`src/common/tfs_defs.svh`:
```
/*
 Timing counts, status bit positions and reset values for the transceiver
 flag and status logic.
 Assumes a 10 MHz clock; filter times are plain defaults, not measured.
*/
`ifndef TFS_DEFS_SVH
`define TFS_DEFS_SVH

`define TFS_CLK_MHZ         10
// filter and timeout times in microseconds
`define TFS_T_DET_UV_US     20
`define TFS_T_DET_UV_CYC    (`TFS_T_DET_UV_US * `TFS_CLK_MHZ)
`define TFS_T_UVD_LP_US     100
`define TFS_T_UVD_LP_CYC    (`TFS_T_UVD_LP_US * `TFS_CLK_MHZ)
`define TFS_T_REC_UV_US     100
`define TFS_T_REC_UV_CYC    (`TFS_T_REC_UV_US * `TFS_CLK_MHZ)
`define TFS_T_CLAMP_US      300
`define TFS_T_CLAMP_CYC     (`TFS_T_CLAMP_US * `TFS_CLK_MHZ)
`define TFS_T_DET_EN_US     100
`define TFS_T_DET_EN_CYC    (`TFS_T_DET_EN_US * `TFS_CLK_MHZ)
`define TFS_CNT_W           12

// status bit positions
`define TFS_S_PIN_WAKE      0
`define TFS_S_LINE_WAKE     1
`define TFS_S_ONE           2
`define TFS_S_PWR_UP        3
`define TFS_S_MISMATCH      4
`define TFS_S_OVERHEAT      5
`define TFS_S_WARM          6
`define TFS_S_STUCK         7
`define TFS_S_BAT_LOW       8
`define TFS_S_CORE_LOW      9
`define TFS_S_IO_LOW        10
`define TFS_S_GUARD         11
`define TFS_S_ZERO          12
`define TFS_STATUS_W        13
`define TFS_STATUS_RST      13'h0004
`define TFS_BITCNT_W        4
`define TFS_LAST_BIT        4'hC

`endif

```
`src/common/tfs_pkg.sv`:
```
/*
 Types shared by the transceiver flag and status logic.
 Assumes tfs_defs.svh is on the include path.
*/
`include "tfs_defs.svh"
package tfs_pkg;

   typedef enum logic [4:0] {
      TFS_NORMAL  = 5'b00001,
      TFS_RXONLY  = 5'b00010,
      TFS_STANDBY = 5'b00100,
      TFS_GOSLEEP = 5'b01000,
      TFS_SLEEP   = 5'b10000
   } tfs_mode_t;

   typedef struct packed {
      logic bat_low;
      logic core_low;
      logic io_low;
   } tfs_supply_t;

   typedef struct packed {
      logic pin_wakeup_source;
      logic line_wakeup_source;
      logic wake;
      logic power_up;
      logic warm_warning;
      logic overheat;
      logic tx_gate_stuck;
      logic line_mismatch;
   } tfs_flags_t;

endpackage

```
`src/rtl/tfs_core.sv`:
```
/*
 Flag and status logic of a bus transceiver: supply-low overrides of the
 operating mode, wake, power-up, temperature, stuck-gate and mismatch
 flags, and a 13-bit status word read out serially on the fault pin with
 the mode pin as shift clock.
 Assumes all pin and comparator inputs are asynchronous and are
 synchronised here, except receive_data_i, which is used unsynchronised; power-on reset drives rst_i.
*/
`timescale 1ns/100ps
// Overview of operation
// - battery low forces sleep, regulator off
// - core supply low forces standby
// - io low filter forces inputs inactive
// - io supply low forces sleep
// - pin wake source set in low power
// - line wake needs battery in range
// - wake flag from sources, cleared on entry
// - power up flag cleared in normal
// - warm warning tracks medium temperature
// - overheat clears on gate falling edge
// - stuck gate flag after clamp time
// - mismatch when bus differs from transmit
// - mismatch clears on match or disable
// - battery low filtered, wake clears
// - core low uses mode dependent time
// - io low filtered, wake clears
// - fault low when S4 to S10 set
// - status shifted out on fault pin
// - readout needs io valid in high range, core valid in low range
// - idle after read clears stale bits
// - S0 S1 direct, S2 one, S12 zero
// - S3 to S10 latch, S11 guardian
// - standby, go-to-sleep, sleep are low power
// - wake flag drives outputs low in low power
module tfs_core
   import tfs_pkg::*;
(
   input  wire logic clk_i,
   input  wire logic rst_i,
   input  wire logic mode_ctrl_clock_pin_i,
   input  wire logic standby_select_n_pin_i,
   input  wire logic transmit_bit_in_i,
   input  wire logic tx_gate_n_i,
   input  wire logic guardian_gate_in_i,
   input  wire logic bus_data_i,
   input  wire logic valid_element_i,
   input  wire logic receive_data_i,
   input  wire logic bat_below_i,
   input  wire logic core_below_i,
   input  wire logic io_below_i,
   input  wire logic io_high_range_i,
   input  wire logic io_low_range_i,
   input  wire logic temp_medium_i,
   input  wire logic temp_high_i,
   input  wire logic pin_wake_event_i,
   input  wire logic line_wake_event_i,
   input  wire logic go_to_sleep_done_i,
   output logic      regulator_switch_out_o,
   output logic      fault_indicator_out_o,
   output logic      receive_bit_out_o,
   output logic      activity_out_n_o,
   output logic      transmitter_enable_o,
   output logic      transmit_data_o,
   output logic [4:0] mode_o
);
   // ------------------------------------------------------------------
   // input synchronisers
   // ------------------------------------------------------------------
   localparam int NSYNC = 17;
   logic [NSYNC-1:0] sync_a;
   logic [NSYNC-1:0] sync_b;
   logic [NSYNC-1:0] raw_in;

   assign raw_in = {mode_ctrl_clock_pin_i, standby_select_n_pin_i,
                    transmit_bit_in_i, tx_gate_n_i, guardian_gate_in_i,
                    bus_data_i, valid_element_i, bat_below_i,
                    core_below_i, io_below_i, io_high_range_i,
                    io_low_range_i, temp_medium_i, temp_high_i,
                    pin_wake_event_i, line_wake_event_i,
                    go_to_sleep_done_i};

   always_ff @(posedge clk_i or posedge rst_i) begin
      if (rst_i) begin
         sync_a <= '0;
         sync_b <= '0;
      end else begin
         sync_a <= raw_in;
         sync_b <= sync_a;
      end
   end

   logic s_clk_pin, s_stby_n, s_txd, s_gate_n, s_guard, s_bus, s_valid;
   logic s_bat, s_core, s_io, s_io_hi, s_io_lo, s_tmed, s_thigh;
   logic s_pwake, s_lwake, s_gts;
   assign {s_clk_pin, s_stby_n, s_txd, s_gate_n, s_guard, s_bus, s_valid,
           s_bat, s_core, s_io, s_io_hi, s_io_lo, s_tmed, s_thigh,
           s_pwake, s_lwake, s_gts} = sync_b;

   // ------------------------------------------------------------------
   // helpers
   // ------------------------------------------------------------------
   function automatic logic is_low_power(input tfs_mode_t m);
      return (m == TFS_STANDBY) || (m == TFS_GOSLEEP)
             || (m == TFS_SLEEP);
   endfunction

   function automatic tfs_mode_t pin_mode(input logic en, input logic sn);
      unique case ({en, sn})
         2'b11:   return TFS_NORMAL;
         2'b10:   return TFS_RXONLY;
         2'b01:   return TFS_GOSLEEP;
         default: return TFS_STANDBY;
      endcase
   endfunction

   // ------------------------------------------------------------------
   // state
   // ------------------------------------------------------------------
   typedef struct packed {
      tfs_mode_t                  mode;
      tfs_flags_t                 fl;
      logic [`TFS_STATUS_W-1:0]   status;
      logic [`TFS_STATUS_W-1:0]   shift;
      logic [`TFS_BITCNT_W-1:0]   bit_idx;
      logic                       reading;
      logic                       read_done;
      logic [`TFS_CNT_W-1:0]      idle_cnt;
      logic [`TFS_CNT_W-1:0]      io_det_cnt;
      logic                       io_forced;
      logic [`TFS_CNT_W-1:0]      clamp_cnt;
      logic                       pin_q;
      logic                       gate_q;
      logic                       regulator;
      logic                       fault;
      logic                       rxd;
      logic                       activity_out_n_n;
      logic                       tx_en;
      logic                       tx_data;
   } tfs_state_t;

   tfs_state_t st;
   tfs_state_t next_st;
   tfs_supply_t uv;
   logic       wake_set;
   logic       lp_mode;

   assign lp_mode  = is_low_power(st.mode);
   assign wake_set = st.fl.pin_wakeup_source | st.fl.line_wakeup_source;

   // ------------------------------------------------------------------
   // supply filters
   // ------------------------------------------------------------------
   tfs_filter u_bat (
      .clk_i     (clk_i),
      .rst_i     (rst_i),
      .low_i     (s_bat),
      .set_cnt_i (`TFS_CNT_W'(`TFS_T_DET_UV_CYC)),
      .clr_i     (wake_set),
      .flag_o    (uv.bat_low)
   );
   tfs_filter u_core (
      .clk_i     (clk_i),
      .rst_i     (rst_i),
      .low_i     (s_core),
      .set_cnt_i (lp_mode ? `TFS_CNT_W'(`TFS_T_UVD_LP_CYC)
                          : `TFS_CNT_W'(`TFS_T_DET_UV_CYC)),
      .clr_i     (wake_set),
      .flag_o    (uv.core_low)
   );
   tfs_filter u_io (
      .clk_i     (clk_i),
      .rst_i     (rst_i),
      .low_i     (s_io),
      .set_cnt_i (`TFS_CNT_W'(`TFS_T_UVD_LP_CYC)),
      .clr_i     (wake_set),
      .flag_o    (uv.io_low)
   );

   // ------------------------------------------------------------------
   // next state
   // ------------------------------------------------------------------
   logic      en_eff, sn_eff, txd_eff, guard_eff, gate_n_eff;
   logic      enter_lp, any_uv, uv_rise, readable, shift_edge;
   tfs_mode_t want;
   tfs_supply_t uv_q;

   always_ff @(posedge clk_i or posedge rst_i) begin
      if (rst_i) begin
         uv_q <= '0;
      end else begin
         uv_q <= uv;
      end
   end

   always_comb begin
      next_st = st;
      // io filter forces inputs inactive regardless of flag
      if (s_io) begin
         if (st.io_det_cnt + 1'b1 >= `TFS_CNT_W'(`TFS_T_DET_UV_CYC)) begin
            next_st.io_forced = 1'b1;
         end else begin
            next_st.io_det_cnt = st.io_det_cnt + 1'b1;
         end
      end else begin
         next_st.io_det_cnt = '0;
         next_st.io_forced  = 1'b0;
      end
      en_eff     = s_clk_pin & ~st.io_forced;
      sn_eff     = s_stby_n  & ~st.io_forced;
      txd_eff    = s_txd     & ~st.io_forced;
      guard_eff  = s_guard   & ~st.io_forced;
      gate_n_eff = s_gate_n  |  st.io_forced;

      any_uv  = uv.bat_low | uv.core_low | uv.io_low;
      uv_rise = |(uv & ~uv_q);

      // mode selection with supply overrides
      want = pin_mode(en_eff, sn_eff);
      if (uv.bat_low || uv.io_low) begin
         want = TFS_SLEEP;
      end else if (uv.core_low) begin
         want = TFS_STANDBY;
      end else if (want == TFS_GOSLEEP && s_gts && !st.fl.wake) begin
         want = TFS_SLEEP;
      end else if (st.mode == TFS_SLEEP && !st.fl.wake
                   && want == TFS_GOSLEEP) begin
         want = TFS_SLEEP;
      end
      next_st.mode = want;
      enter_lp = is_low_power(want) && !lp_mode;

      // wake sources and wake flag
      if (lp_mode && s_pwake) begin
         next_st.fl.pin_wakeup_source = 1'b1;
      end else if (enter_lp) begin
         next_st.fl.pin_wakeup_source = 1'b0;
      end
      if (lp_mode && !s_bat && s_lwake) begin
         next_st.fl.line_wakeup_source = 1'b1;
      end else if (enter_lp) begin
         next_st.fl.line_wakeup_source = 1'b0;
      end
      if (wake_set) begin
         next_st.fl.wake = 1'b1;
      end else if (enter_lp || uv_rise) begin
         next_st.fl.wake = 1'b0;
      end

      if (want == TFS_NORMAL) begin
         next_st.fl.power_up = 1'b0;
      end

      // temperature
      next_st.gate_q = gate_n_eff;
      if (!lp_mode) begin
         next_st.fl.warm_warning = s_tmed;
         if (s_thigh) begin
            next_st.fl.overheat = 1'b1;
         end else if (st.gate_q && !gate_n_eff) begin
            next_st.fl.overheat = 1'b0;
         end
      end

      // clamp detection
      if (gate_n_eff) begin
         next_st.clamp_cnt        = '0;
         next_st.fl.tx_gate_stuck = 1'b0;
      end else if (st.clamp_cnt + 1'b1 >= `TFS_CNT_W'(`TFS_T_CLAMP_CYC))
      begin
         next_st.fl.tx_gate_stuck = 1'b1;
      end else begin
         next_st.clamp_cnt = st.clamp_cnt + 1'b1;
      end

      next_st.tx_en = (st.mode == TFS_NORMAL) && guard_eff && !gate_n_eff
                      && !st.fl.overheat && !st.fl.tx_gate_stuck;
      next_st.tx_data = txd_eff;

      // mismatch, no action taken
      if (!st.tx_en || s_bus == txd_eff) begin
         next_st.fl.line_mismatch = 1'b0;
      end else if (!s_valid) begin
         next_st.fl.line_mismatch = 1'b1;
      end

      // status latch
      next_st.status[`TFS_S_PIN_WAKE]  = st.fl.pin_wakeup_source;
      next_st.status[`TFS_S_LINE_WAKE] = st.fl.line_wakeup_source;
      next_st.status[`TFS_S_ONE]       = 1'b1;
      next_st.status[`TFS_S_ZERO]      = 1'b0;
      next_st.status[`TFS_S_GUARD]     = guard_eff;
      next_st.status[`TFS_S_IO_LOW:`TFS_S_PWR_UP] =
         st.status[`TFS_S_IO_LOW:`TFS_S_PWR_UP]
         | {uv.io_low, uv.core_low, uv.bat_low, st.fl.tx_gate_stuck,
            st.fl.warm_warning, st.fl.overheat, st.fl.line_mismatch,
            st.fl.power_up};

      // serial readout
      readable = (!uv.io_low && s_io_hi) || (!uv.core_low && s_io_lo);
      next_st.pin_q = s_clk_pin;
      shift_edge    = s_clk_pin != st.pin_q;
      if (shift_edge && readable) begin
         next_st.idle_cnt = '0;
         if (!st.reading) begin
            next_st.reading = 1'b1;
            next_st.shift   = st.status;
            next_st.bit_idx = '0;
         end else if (st.bit_idx != `TFS_LAST_BIT) begin
            next_st.bit_idx = st.bit_idx + 1'b1;
            next_st.shift   = st.shift >> 1;
            if (st.bit_idx + 1'b1 == `TFS_LAST_BIT) begin
               next_st.read_done = 1'b1;
            end
         end
      end else if (st.reading) begin
         if (st.idle_cnt + 1'b1 >= `TFS_CNT_W'(`TFS_T_DET_EN_CYC)) begin
            next_st.reading  = 1'b0;
            next_st.idle_cnt = '0;
            if (st.read_done) begin
               next_st.read_done = 1'b0;
               // clear stale bits S4..S10 whose flag has reset
               next_st.status[`TFS_S_IO_LOW:`TFS_S_MISMATCH] =
                  st.status[`TFS_S_IO_LOW:`TFS_S_MISMATCH]
                  & {uv.io_low, uv.core_low, uv.bat_low,
                     st.fl.tx_gate_stuck, st.fl.warm_warning,
                     st.fl.overheat, st.fl.line_mismatch};
               if (lp_mode && !s_tmed) begin
                  next_st.fl.warm_warning = 1'b0;
               end
            end
         end else begin
            next_st.idle_cnt = st.idle_cnt + 1'b1;
         end
      end

      // pin outputs
      next_st.regulator = (want != TFS_SLEEP);
      if (is_low_power(want) && st.fl.wake) begin
         next_st.fault  = 1'b0;
         next_st.rxd    = 1'b0;
         next_st.activity_out_n_n = 1'b0;
      end else begin
         next_st.rxd    = is_low_power(want) ? 1'b1 : receive_data_i;
         next_st.activity_out_n_n = is_low_power(want) ? 1'b1 : s_bus;
         if (next_st.reading) begin
            next_st.fault = next_st.shift[0];
         end else begin
            next_st.fault =
               ~|st.status[`TFS_S_IO_LOW:`TFS_S_MISMATCH];
         end
      end
   end

   always_ff @(posedge clk_i or posedge rst_i) begin
      if (rst_i) begin
         st           <= '0;
         st.mode      <= TFS_STANDBY;
         st.fl.power_up <= 1'b1;
         st.status    <= `TFS_STATUS_RST;
         st.regulator <= 1'b1;
         st.fault     <= 1'b1;
         st.rxd       <= 1'b1;
         st.activity_out_n_n    <= 1'b1;
         st.pin_q     <= 1'b0;
         st.gate_q    <= 1'b1;
      end else begin
         st <= next_st;
      end
   end

   assign regulator_switch_out_o = st.regulator;
   assign fault_indicator_out_o  = st.fault;
   assign receive_bit_out_o      = st.rxd;
   assign activity_out_n_o       = st.activity_out_n_n;
   assign transmitter_enable_o   = st.tx_en;
   assign transmit_data_o        = st.tx_data;
   assign mode_o                 = st.mode;
endmodule

```
`src/rtl/tfs_filter.sv`:
```
/*
 Timed level filter for a supply comparator: sets its flag after the
 input stays low for a set time, clears after it stays high for a
 recovery time or on a clear request, unless its set time completes in the same cycle.
 Assumes a synchronised comparator input on the same clock.
*/
`timescale 1ns/100ps
module tfs_filter
   import tfs_pkg::*;
(
   input  wire logic                  clk_i,
   input  wire logic                  rst_i,
   input  wire logic                  low_i,
   input  wire logic [`TFS_CNT_W-1:0] set_cnt_i,
   input  wire logic                  clr_i,
   output logic                       flag_o
);
   typedef struct packed {
      logic [`TFS_CNT_W-1:0] cnt;
      logic                  flag;
   } tfs_flt_st_t;

   tfs_flt_st_t st;
   tfs_flt_st_t next_st;

   always_comb begin
      next_st = st;
      if (low_i == st.flag) begin
         next_st.cnt = '0;
      end else if (!st.flag && st.cnt + 1'b1 >= set_cnt_i) begin
         next_st.flag = 1'b1;
         next_st.cnt  = '0;
      end else if (st.flag &&
                   st.cnt + 1'b1 >= `TFS_CNT_W'(`TFS_T_REC_UV_CYC)) begin
         next_st.flag = 1'b0;
         next_st.cnt  = '0;
      end else begin
         next_st.cnt = st.cnt + 1'b1;
      end
      if (clr_i && !(low_i && !st.flag && next_st.flag)) begin
         next_st.flag = 1'b0;
      end
   end

   always_ff @(posedge clk_i or posedge rst_i) begin
      if (rst_i) begin
         st <= '0;
      end else begin
         st <= next_st;
      end
   end

   assign flag_o = st.flag;
endmodule

```
`config.mk`:
```
export PLATFORM = sky130hd
export DESIGN_NAME = tfs_core
export DESIGN_NICKNAME = d
export VERILOG_FILES = /design/src/common/tfs_pkg.sv /design/src/rtl/tfs_core.sv /design/src/rtl/tfs_filter.sv
export VERILOG_INCLUDE_DIRS = /design/src /design/src/common
export SDC_FILE = /design/constraint.sdc
export NUM_CORES = 1
export LEC_CHECK = 0
export ABC_AREA = 1
export BUFFER_PORTS_ARGS = -buffer_cell sky130_fd_sc_hd__buf_4
export CAP_MARGIN = 20
export CORE_MARGIN = 3
export CORE_UTILIZATION = 50
export CTS_BUF_LIST = sky130_fd_sc_hd__clkbuf_8
export CTS_CLUSTER_SIZE = 30
export DETAILED_ROUTE_END_ITERATION = 12
export PLACE_DENSITY = 0.79
export SLEW_MARGIN = 10
export SYNTH_ARGS = -nofsm -noshare
export SYNTH_HDL_FRONTEND = slang
export SYNTH_SLANG_ARGS = --single-unit
```
`constraint.sdc`:
```
create_clock -name clk_i -period 5 [get_ports clk_i]
set_clock_uncertainty 0.15 [all_clocks]
set_input_delay 0 -clock clk_i [delete_from_list [all_inputs] [get_ports clk_i]]
set_output_delay 0 -clock clk_i [all_outputs]
set_load 0.005 [all_outputs]
```
==> reports/results.tsv, run 1 <==
stage	metric	value	unit
route	drt total wl	14.9	mm
clocking	clock sink count	163	
synth	ys flop type	dfrtp_1	
critical_path	Crit Path Max Fanout	8	
finish	post-layout util	59.1	%
clocking	clock slew at reported path FFs	100	ps
sta	Fin Hold WS	26.3	ps
die	io pins	31	
die	Initial Utilization	52.2	%
critical_path	CP Class	reg -> reg	
critical_path	Crit. End Element	register	
sta	Final Max Tran Viols	0	
die	die height	130	um
synth	count of cell types in the netlist	43	
clocking	clock latency at the later pin of the worst-skew pair	470	ps
critical_path	Critical Path Max Stage Delay	470	ps
clocking	CTS tree	done	
global_route	GRT overflow	0	
route	Antenna Nets Post-Route	0	
synth	post-synth top area cell	dfrtp_1	
route	wire length per cell	12.8	um
hold_path	Worst Hold Class	in -> reg	
sta	setup TNS	0	ps
sta	RSZ-0062 raised after global routing	false	
status	status	completed	
sta	fmax	417	MHz
die	DIE AREA	17000	um2
finish	layout cell share with drive strength beyond 1	10.9	%
global_route	Total GRT Usage	18.8	%
finish	ANT cells	0	
critical_path	cells along the critical path	ha_1 -> nand3_1 -> nor2_2 -> nand2_1 -> nand2_1 -> inv_1 -> ha_1 -> nand2_1 -> inv_1 -> nand3_1 -> nand2_1 -> nand2_1 -> nand3_2 -> nor2_1	
power_and_ir_drop	P per Cell Area	362	nW/um2
critical_path	critical path data arrival time	2640	ps
clocking	# resized after CTS	0	
route	via count	5879	
sta	Worst-Margin Slew	914	ps
placed_design	GPL Wtd Cong	0.849	
sta	Hold Fails Final Rpt	0	
finish	Layout area overhead	13.1	%
placed_design	placed cell area	8110	um2
route	Vias/cell	5.03	
synth	Mapped Area	7730	um2
clocking	htree depth	4	
global_route	initial antenna violation count	0	
synth	share of the synthesized area in the top cell type	50.5	%
synth	#FFs+latches synth	163	
die	width of the die	130	um
placed_design	I/O Buffers	30	
synth	syn avg cell area	8.50	um2
sta	fin crit period	2400	ps
sta	# setup viols final	0	
clocking	CTS max path bufs	2	
synth	ys async rst share	100	%
critical_path	startpoint types	register	
run	Max Cap Viol	0	
clocking	postcts setup bufs	0	
route	remaining routing DRC violations	0	
clocking	clk root buf	clkbuf_8	
sta	Tcrit/Tclk final	48.0	%
critical_path	slowest CP cell	dfrtp_1	
finish	Finished Cell Area	8750	um2
power_and_ir_drop	Leak	4.31	nW
clocking	total clock buffers created by CTS	17	
sta	Rel. slew slack	39.1	%
global_route	vias in the first global route	5517	
synth	most common cell in the netlist	nand2_1	
power_and_ir_drop	Max VDD drop	0.318	mV
synth	Yosys warning count	0	
placed_design	DP HPWL	10.4	mm
synth	Seq/Total Area, Yosys	52.9	%
critical_path	CP dominant cell by count	nand2_1	
critical_path	CP required	5240	ps
synth	Post-synth top cells	234 x nand2_1, 156 x dfrtp_1, 118 x nor2_1	
global_route	first-pass GRT wire length	25.4	mm
power_and_ir_drop	Final Total Pwr	3.17	mW
route	DR pass1 iterations	5	
synth	Synth Instances	909	
route	Iter 0 DRT Violations	374	
die	Rows	44	
global_route	pin count of the biggest net entering global routing	105	
synth	EDFF count, synth	0	
synth	top post-synthesis cells by area	dfrtp_1 51%, nand2_1 11%, nor2_1 5.7%	
die	core area	14800	um2
finish	Final nets	1010	
layout make-up:
cell class                 instances  area (um2)
timing repair buffer              56         480
tap                              184         230
multi-input combinational        619        3110
inverter                         115         442
sequential                       163        4090
clock buffer                      17         234
fill                            1237        6060
clock inverter                    15         158
final timing paths:
kind                                        start                      end  slack [ps]  cells after the start
min in group asynchronous                   rst_i       st[15]$_DFFE_PP0P_         100                      3
setup reg to reg           u_core.st[1]$_DFF_PP0_  u_core.st[10]$_DFF_PP0_        2600                     14
max in group asynchronous                   rst_i   u_core.st[3]$_DFF_PP0_        3340                      4
hold / removal                    valid_element_i     sync_a[10]$_DFF_PP0_          30                      2
setup / recovery           u_core.st[1]$_DFF_PP0_  u_core.st[10]$_DFF_PP0_        2600                     14
hold reg to reg              sync_a[16]$_DFF_PP0_     sync_b[16]$_DFF_PP0_         200                      0
flip-flops by register name, indices dropped and copies added (netlist names), 2 cells and up:
register / flops
st: 74
sync_a: 17
sync_b: 17
u_bat.st: 12
u_core.st: 12
u_io.st: 12
mode_o: 5
uv_q: 3
next_st: 2
worst max-delay path, delay by kind of cell, from the launching register on:
kind / cells / cell delay (ps)
buf+inv: 2 / 90
simple gates: 10 / 1100
fa+ha+maj: 2 / 510
flops: 1 / 470
layout by cell type (no fill, tap or decap), types with 18 or more instances in the layout:
| master | n |
|---|---|
| nand2_1 | 234 |
| dfrtp_1 | 156 |
| nor2_1 | 118 |
| inv_1 | 109 |
| nand3_1 | 67 |
| buf_4 | 32 |
| o21ai_0 | 31 |
| nand4_1 | 28 |
| xor2_1 | 27 |
| dlygate4sd3_1 | 24 |
| ha_1 | 18 |
cells by family after synthesis:
| kind of cell | count (synthesis) | synth area share (%) |
|---|---|---|
| AO/OA/AOI/OAI | 69 | 5.03 |
| XOR/XNOR | 37 | 4.29 |
| adder cells (fa/ha/maj) | 18 | 2.91 |
| buffers and inverters | 132 | 7.07 |
| flip-flops | 163 | 52.9 |
| other | 1 | 0.0485 |
| AND/OR/NAND/NOR | 489 | 27.8 |
repair_timing:
item	in CTS	in global routing
hold buffers	24	0
endpoints found under the hold margin	115	0
endpoints found under the setup margin	0	0
routing by layer:
layer | global-route usage (%) | wire length [um] | vias up
li1 | - | - | 3005
met1 | 24.9 | 6760 | 2770
met2 | 30.9 | 7480 | 90
met3 | 4.87 | 538 | 14
met4 | 4.96 | 160 | 0
met5 | 0 | 0 | -
stage by stage:
stage / worst slack (ps) / instances
3_5_place_dp: 2590 / 1113
5_1_grt: 2250 / 1169
4_1_cts: 2620 / 1169
3_3_place_gp: 2680 / 1113
2_1_floorplan: 457 / 914
6_report: 2600 / 1169
power breakdown:
| group | leakage, nW | total [mW] | switching [mW] | internal, mW |
|---|---|---|---|---|
| registers | 2.07 | 1.62 | 0.133 | 1.49 |
| logic | 2.04 | 0.609 | 0.382 | 0.226 |
| clock network | 0.197 | 0.937 | 0.560 | 0.376 |
| total | 4.31 | 3.17 | 1.08 | 2.09 |
Note: power is estimated with default switching activity, not from simulation.
==> inputs of run 2 (changes only) <==
- clock period: 5 -> 2.4 ns (I/O delays scaled with it)
==> reports/results.tsv, run 2 (synthesis gave the netlist of run 1 again) <==
stage	metric	value	unit
die	DIE AREA	17000	um2
die	Rows	44	
clocking	clock slew at reported path FFs	90	ps
placed_design	dpl ws	110	ps
placed_design	dpl cells	1125	
sta	# setup viols final	0	
critical_path	R2R setup slack	190	ps
run	Max Cap Viol	0	
clocking	total clock buffers created by CTS	17	
finish	ANT cells	0	
hold_path	Worst Hold Class	in -> reg	
critical_path	R2R Path End	u_core.st[1]$_DFF_PP0_	
finish	most frequent cells in the layout	230 x nand2_1, 156 x dfrtp_1, 115 x nor2_1, 111 x inv_1, 66 x nand3_1	
sta	Final Max Tran Viols	0	
power_and_ir_drop	P per Cell Area	742	nW/um2
finish	Register Area	4090	um2
critical_path	slowest CP cell	dfrtp_1	
finish	post-route insts no fill	1190	
critical_path	startpoint types	register	
global_route	first-pass GRT wire length	26.1	mm
die	io pins	31	
route	Vias/cell	5.07	
route	Iter 0 DRT Violations	422	
clocking	CTS max path bufs	2	
sta	Hold Fails Final Rpt	0	
clocking	clk root buf	clkbuf_8	
placed_design	placed cell area	8220	um2
power_and_ir_drop	Leak	4.41	nW
sta	Fin Hold WS	46.0	ps
sta	setup TNS	0	ps
route	via count	6029	
die	core area	14800	um2
sta	fmax	453	MHz
hold_path	Hold Crit Depth	2	
finish	Largest register FFs	74	
clocking	CTS tree	done	
critical_path	Critical Path Max Stage Delay	420	ps
route	DR pass1 iterations	4	
power_and_ir_drop	Max VDD drop	0.501	mV
finish	most common cell after layout, fill and taps aside	nand2_1	
clocking	clock sink count	163	
placed_design	GPL Wtd Cong	0.868	
critical_path	worst r2r src	u_core.st[3]$_DFF_PP0_	
sta	RSZ-0062 raised after global routing	false	
finish	biggest regs	st (74), sync_a (17), sync_b (17)	
status	status	completed	
critical_path	Crit. End Element	register	
finish	Final nets	1031	
route	drt total wl	15.0	mm
finish	Layout area overhead	15.8	%
sta	fin crit period	2210	ps
global_route	vias in the first global route	5799	
die	Initial Utilization	52.2	%
die	die height	130	um
clocking	clock latency at the later pin of the worst-skew pair	460	ps
sta	PnR worst setup slack	192	ps
finish	Largest Register	st	
clocking	htree depth	4	
global_route	GRT overflow	0	
critical_path	cells along the critical path	nand2_1 -> nor2_2 -> nand4_1 -> nand2_1 -> inv_1 -> ha_1 -> a21o_1 -> nor2_1 -> nand2_1 -> nand2_2 -> nand3_4 -> nor2_1	
die	width of the die	130	um
critical_path	Register-to-Register Path Depth	12	
critical_path	CP required	2630	ps
finish	area of the multi-input gates	3150	um2
critical_path	critical path data arrival time	2440	ps
sta	Tcrit/Tclk final	92.0	%
finish	Finished Cell Area	8950	um2
route	wire length per cell	12.6	um
finish	# fillers	1228	
critical_path	CP Launch Point	u_core.st[3]$_DFF_PP0_	
critical_path	worst setup path end	u_core.st[1]$_DFF_PP0_	
route	remaining routing DRC violations	0	
placed_design	DP HPWL	10.6	mm
global_route	Total GRT Usage	19.3	%
critical_path	CP Class	reg -> reg	
critical_path	Crit Path Max Fanout	6	
global_route	pin count of the biggest net entering global routing	94	
critical_path	CP dominant cell by count	nand2_1	
route	Antenna Nets Post-Route	0	
finish	layout cell share with drive strength beyond 1	12.8	%
placed_design	I/O Buffers	30	
global_route	initial antenna violation count	0	
-- run 2: cell count changes in the layout (fill, tap and decap cells not counted), sizes merged --
cell,before,now
buf,32,47
dlygate4sd3,24,30
inv,123,118
clkinvlp,1,4
bufinv,0,1
clkbuf,17,18
-- run 2: per-stage QoR --
stage	total power, mW	util, %
2_1_floorplan	4.26	-
3_3_place_gp	4.69	55.5
3_5_place_dp	4.73	55.5
4_1_cts	6.69	60.0
5_1_grt	7.08	60.5
6_report	6.64	60.5
-- run 2: report_power, final --
part / internal, mW / switching, mW / total (mW)
clock network: 0.857 / 1.04 / 1.90
logic: 0.539 / 0.857 / 1.40
registers: 3.10 / 0.247 / 3.35
total: 4.50 / 2.15 / 6.64
-- run 2: routing by layer --
metal  vias to the layer above  wire length [um]  GRT usage, %
met5                         -                 0             0
met2                       109              7410          31.3
li1                       3032                 -             -
met4                         0               373          7.68
met1                      2856              6740          25.0
met3                        32               517          4.71
-- run 2: critical path: cells and delay by family, from the launching register on --
kind / cells / cell delay [ps]
AND/OR/NAND/NOR: 9 / 1060
adder cells (fa/ha/maj): 1 / 300
buffers and inverters: 1 / 50
flip-flops: 1 / 420
AO/OA/AOI/OAI: 1 / 160
-- run 2: final cells by class --
| class | count | share of cell area, % |
|---|---|---|
| Sequential cell | 163 | 45.6 |
| Inverter | 115 | 4.92 |
| Tap cell | 184 | 2.57 |
| Timing Repair Buffer | 77 | 7.43 |
| Clock inverter | 14 | 1.44 |
| Multi-Input combinational cell | 619 | 35.2 |
| Clock buffer | 18 | 2.77 |
-- run 2: repair_timing --
item	4_1_cts	5_1_grt
gates resized for setup	0	11
setup endpoints to repair	0	10
setup buffers	0	3
hold endpoints to repair	175	0
hold buffers	30	0
-- run 2: how the worst min path moves through the flow --
stage	startpoint	to	slack, ps
6_report	go_to_sleep_done_i	sync_a[0]$_DFF_PP0_	50
3_5_place_dp	rst_i	st[15]$_DFFE_PP0P_	-100
4_1_cts	go_to_sleep_done_i	sync_a[0]$_DFF_PP0_	2
2_1_floorplan	go_to_sleep_done_i	sync_a[0]$_DFF_PP0_	-120
5_1_grt	io_low_range_i	sync_a[5]$_DFF_PP0_	30
3_3_place_gp	rst_i	st[15]$_DFFE_PP0P_	-100
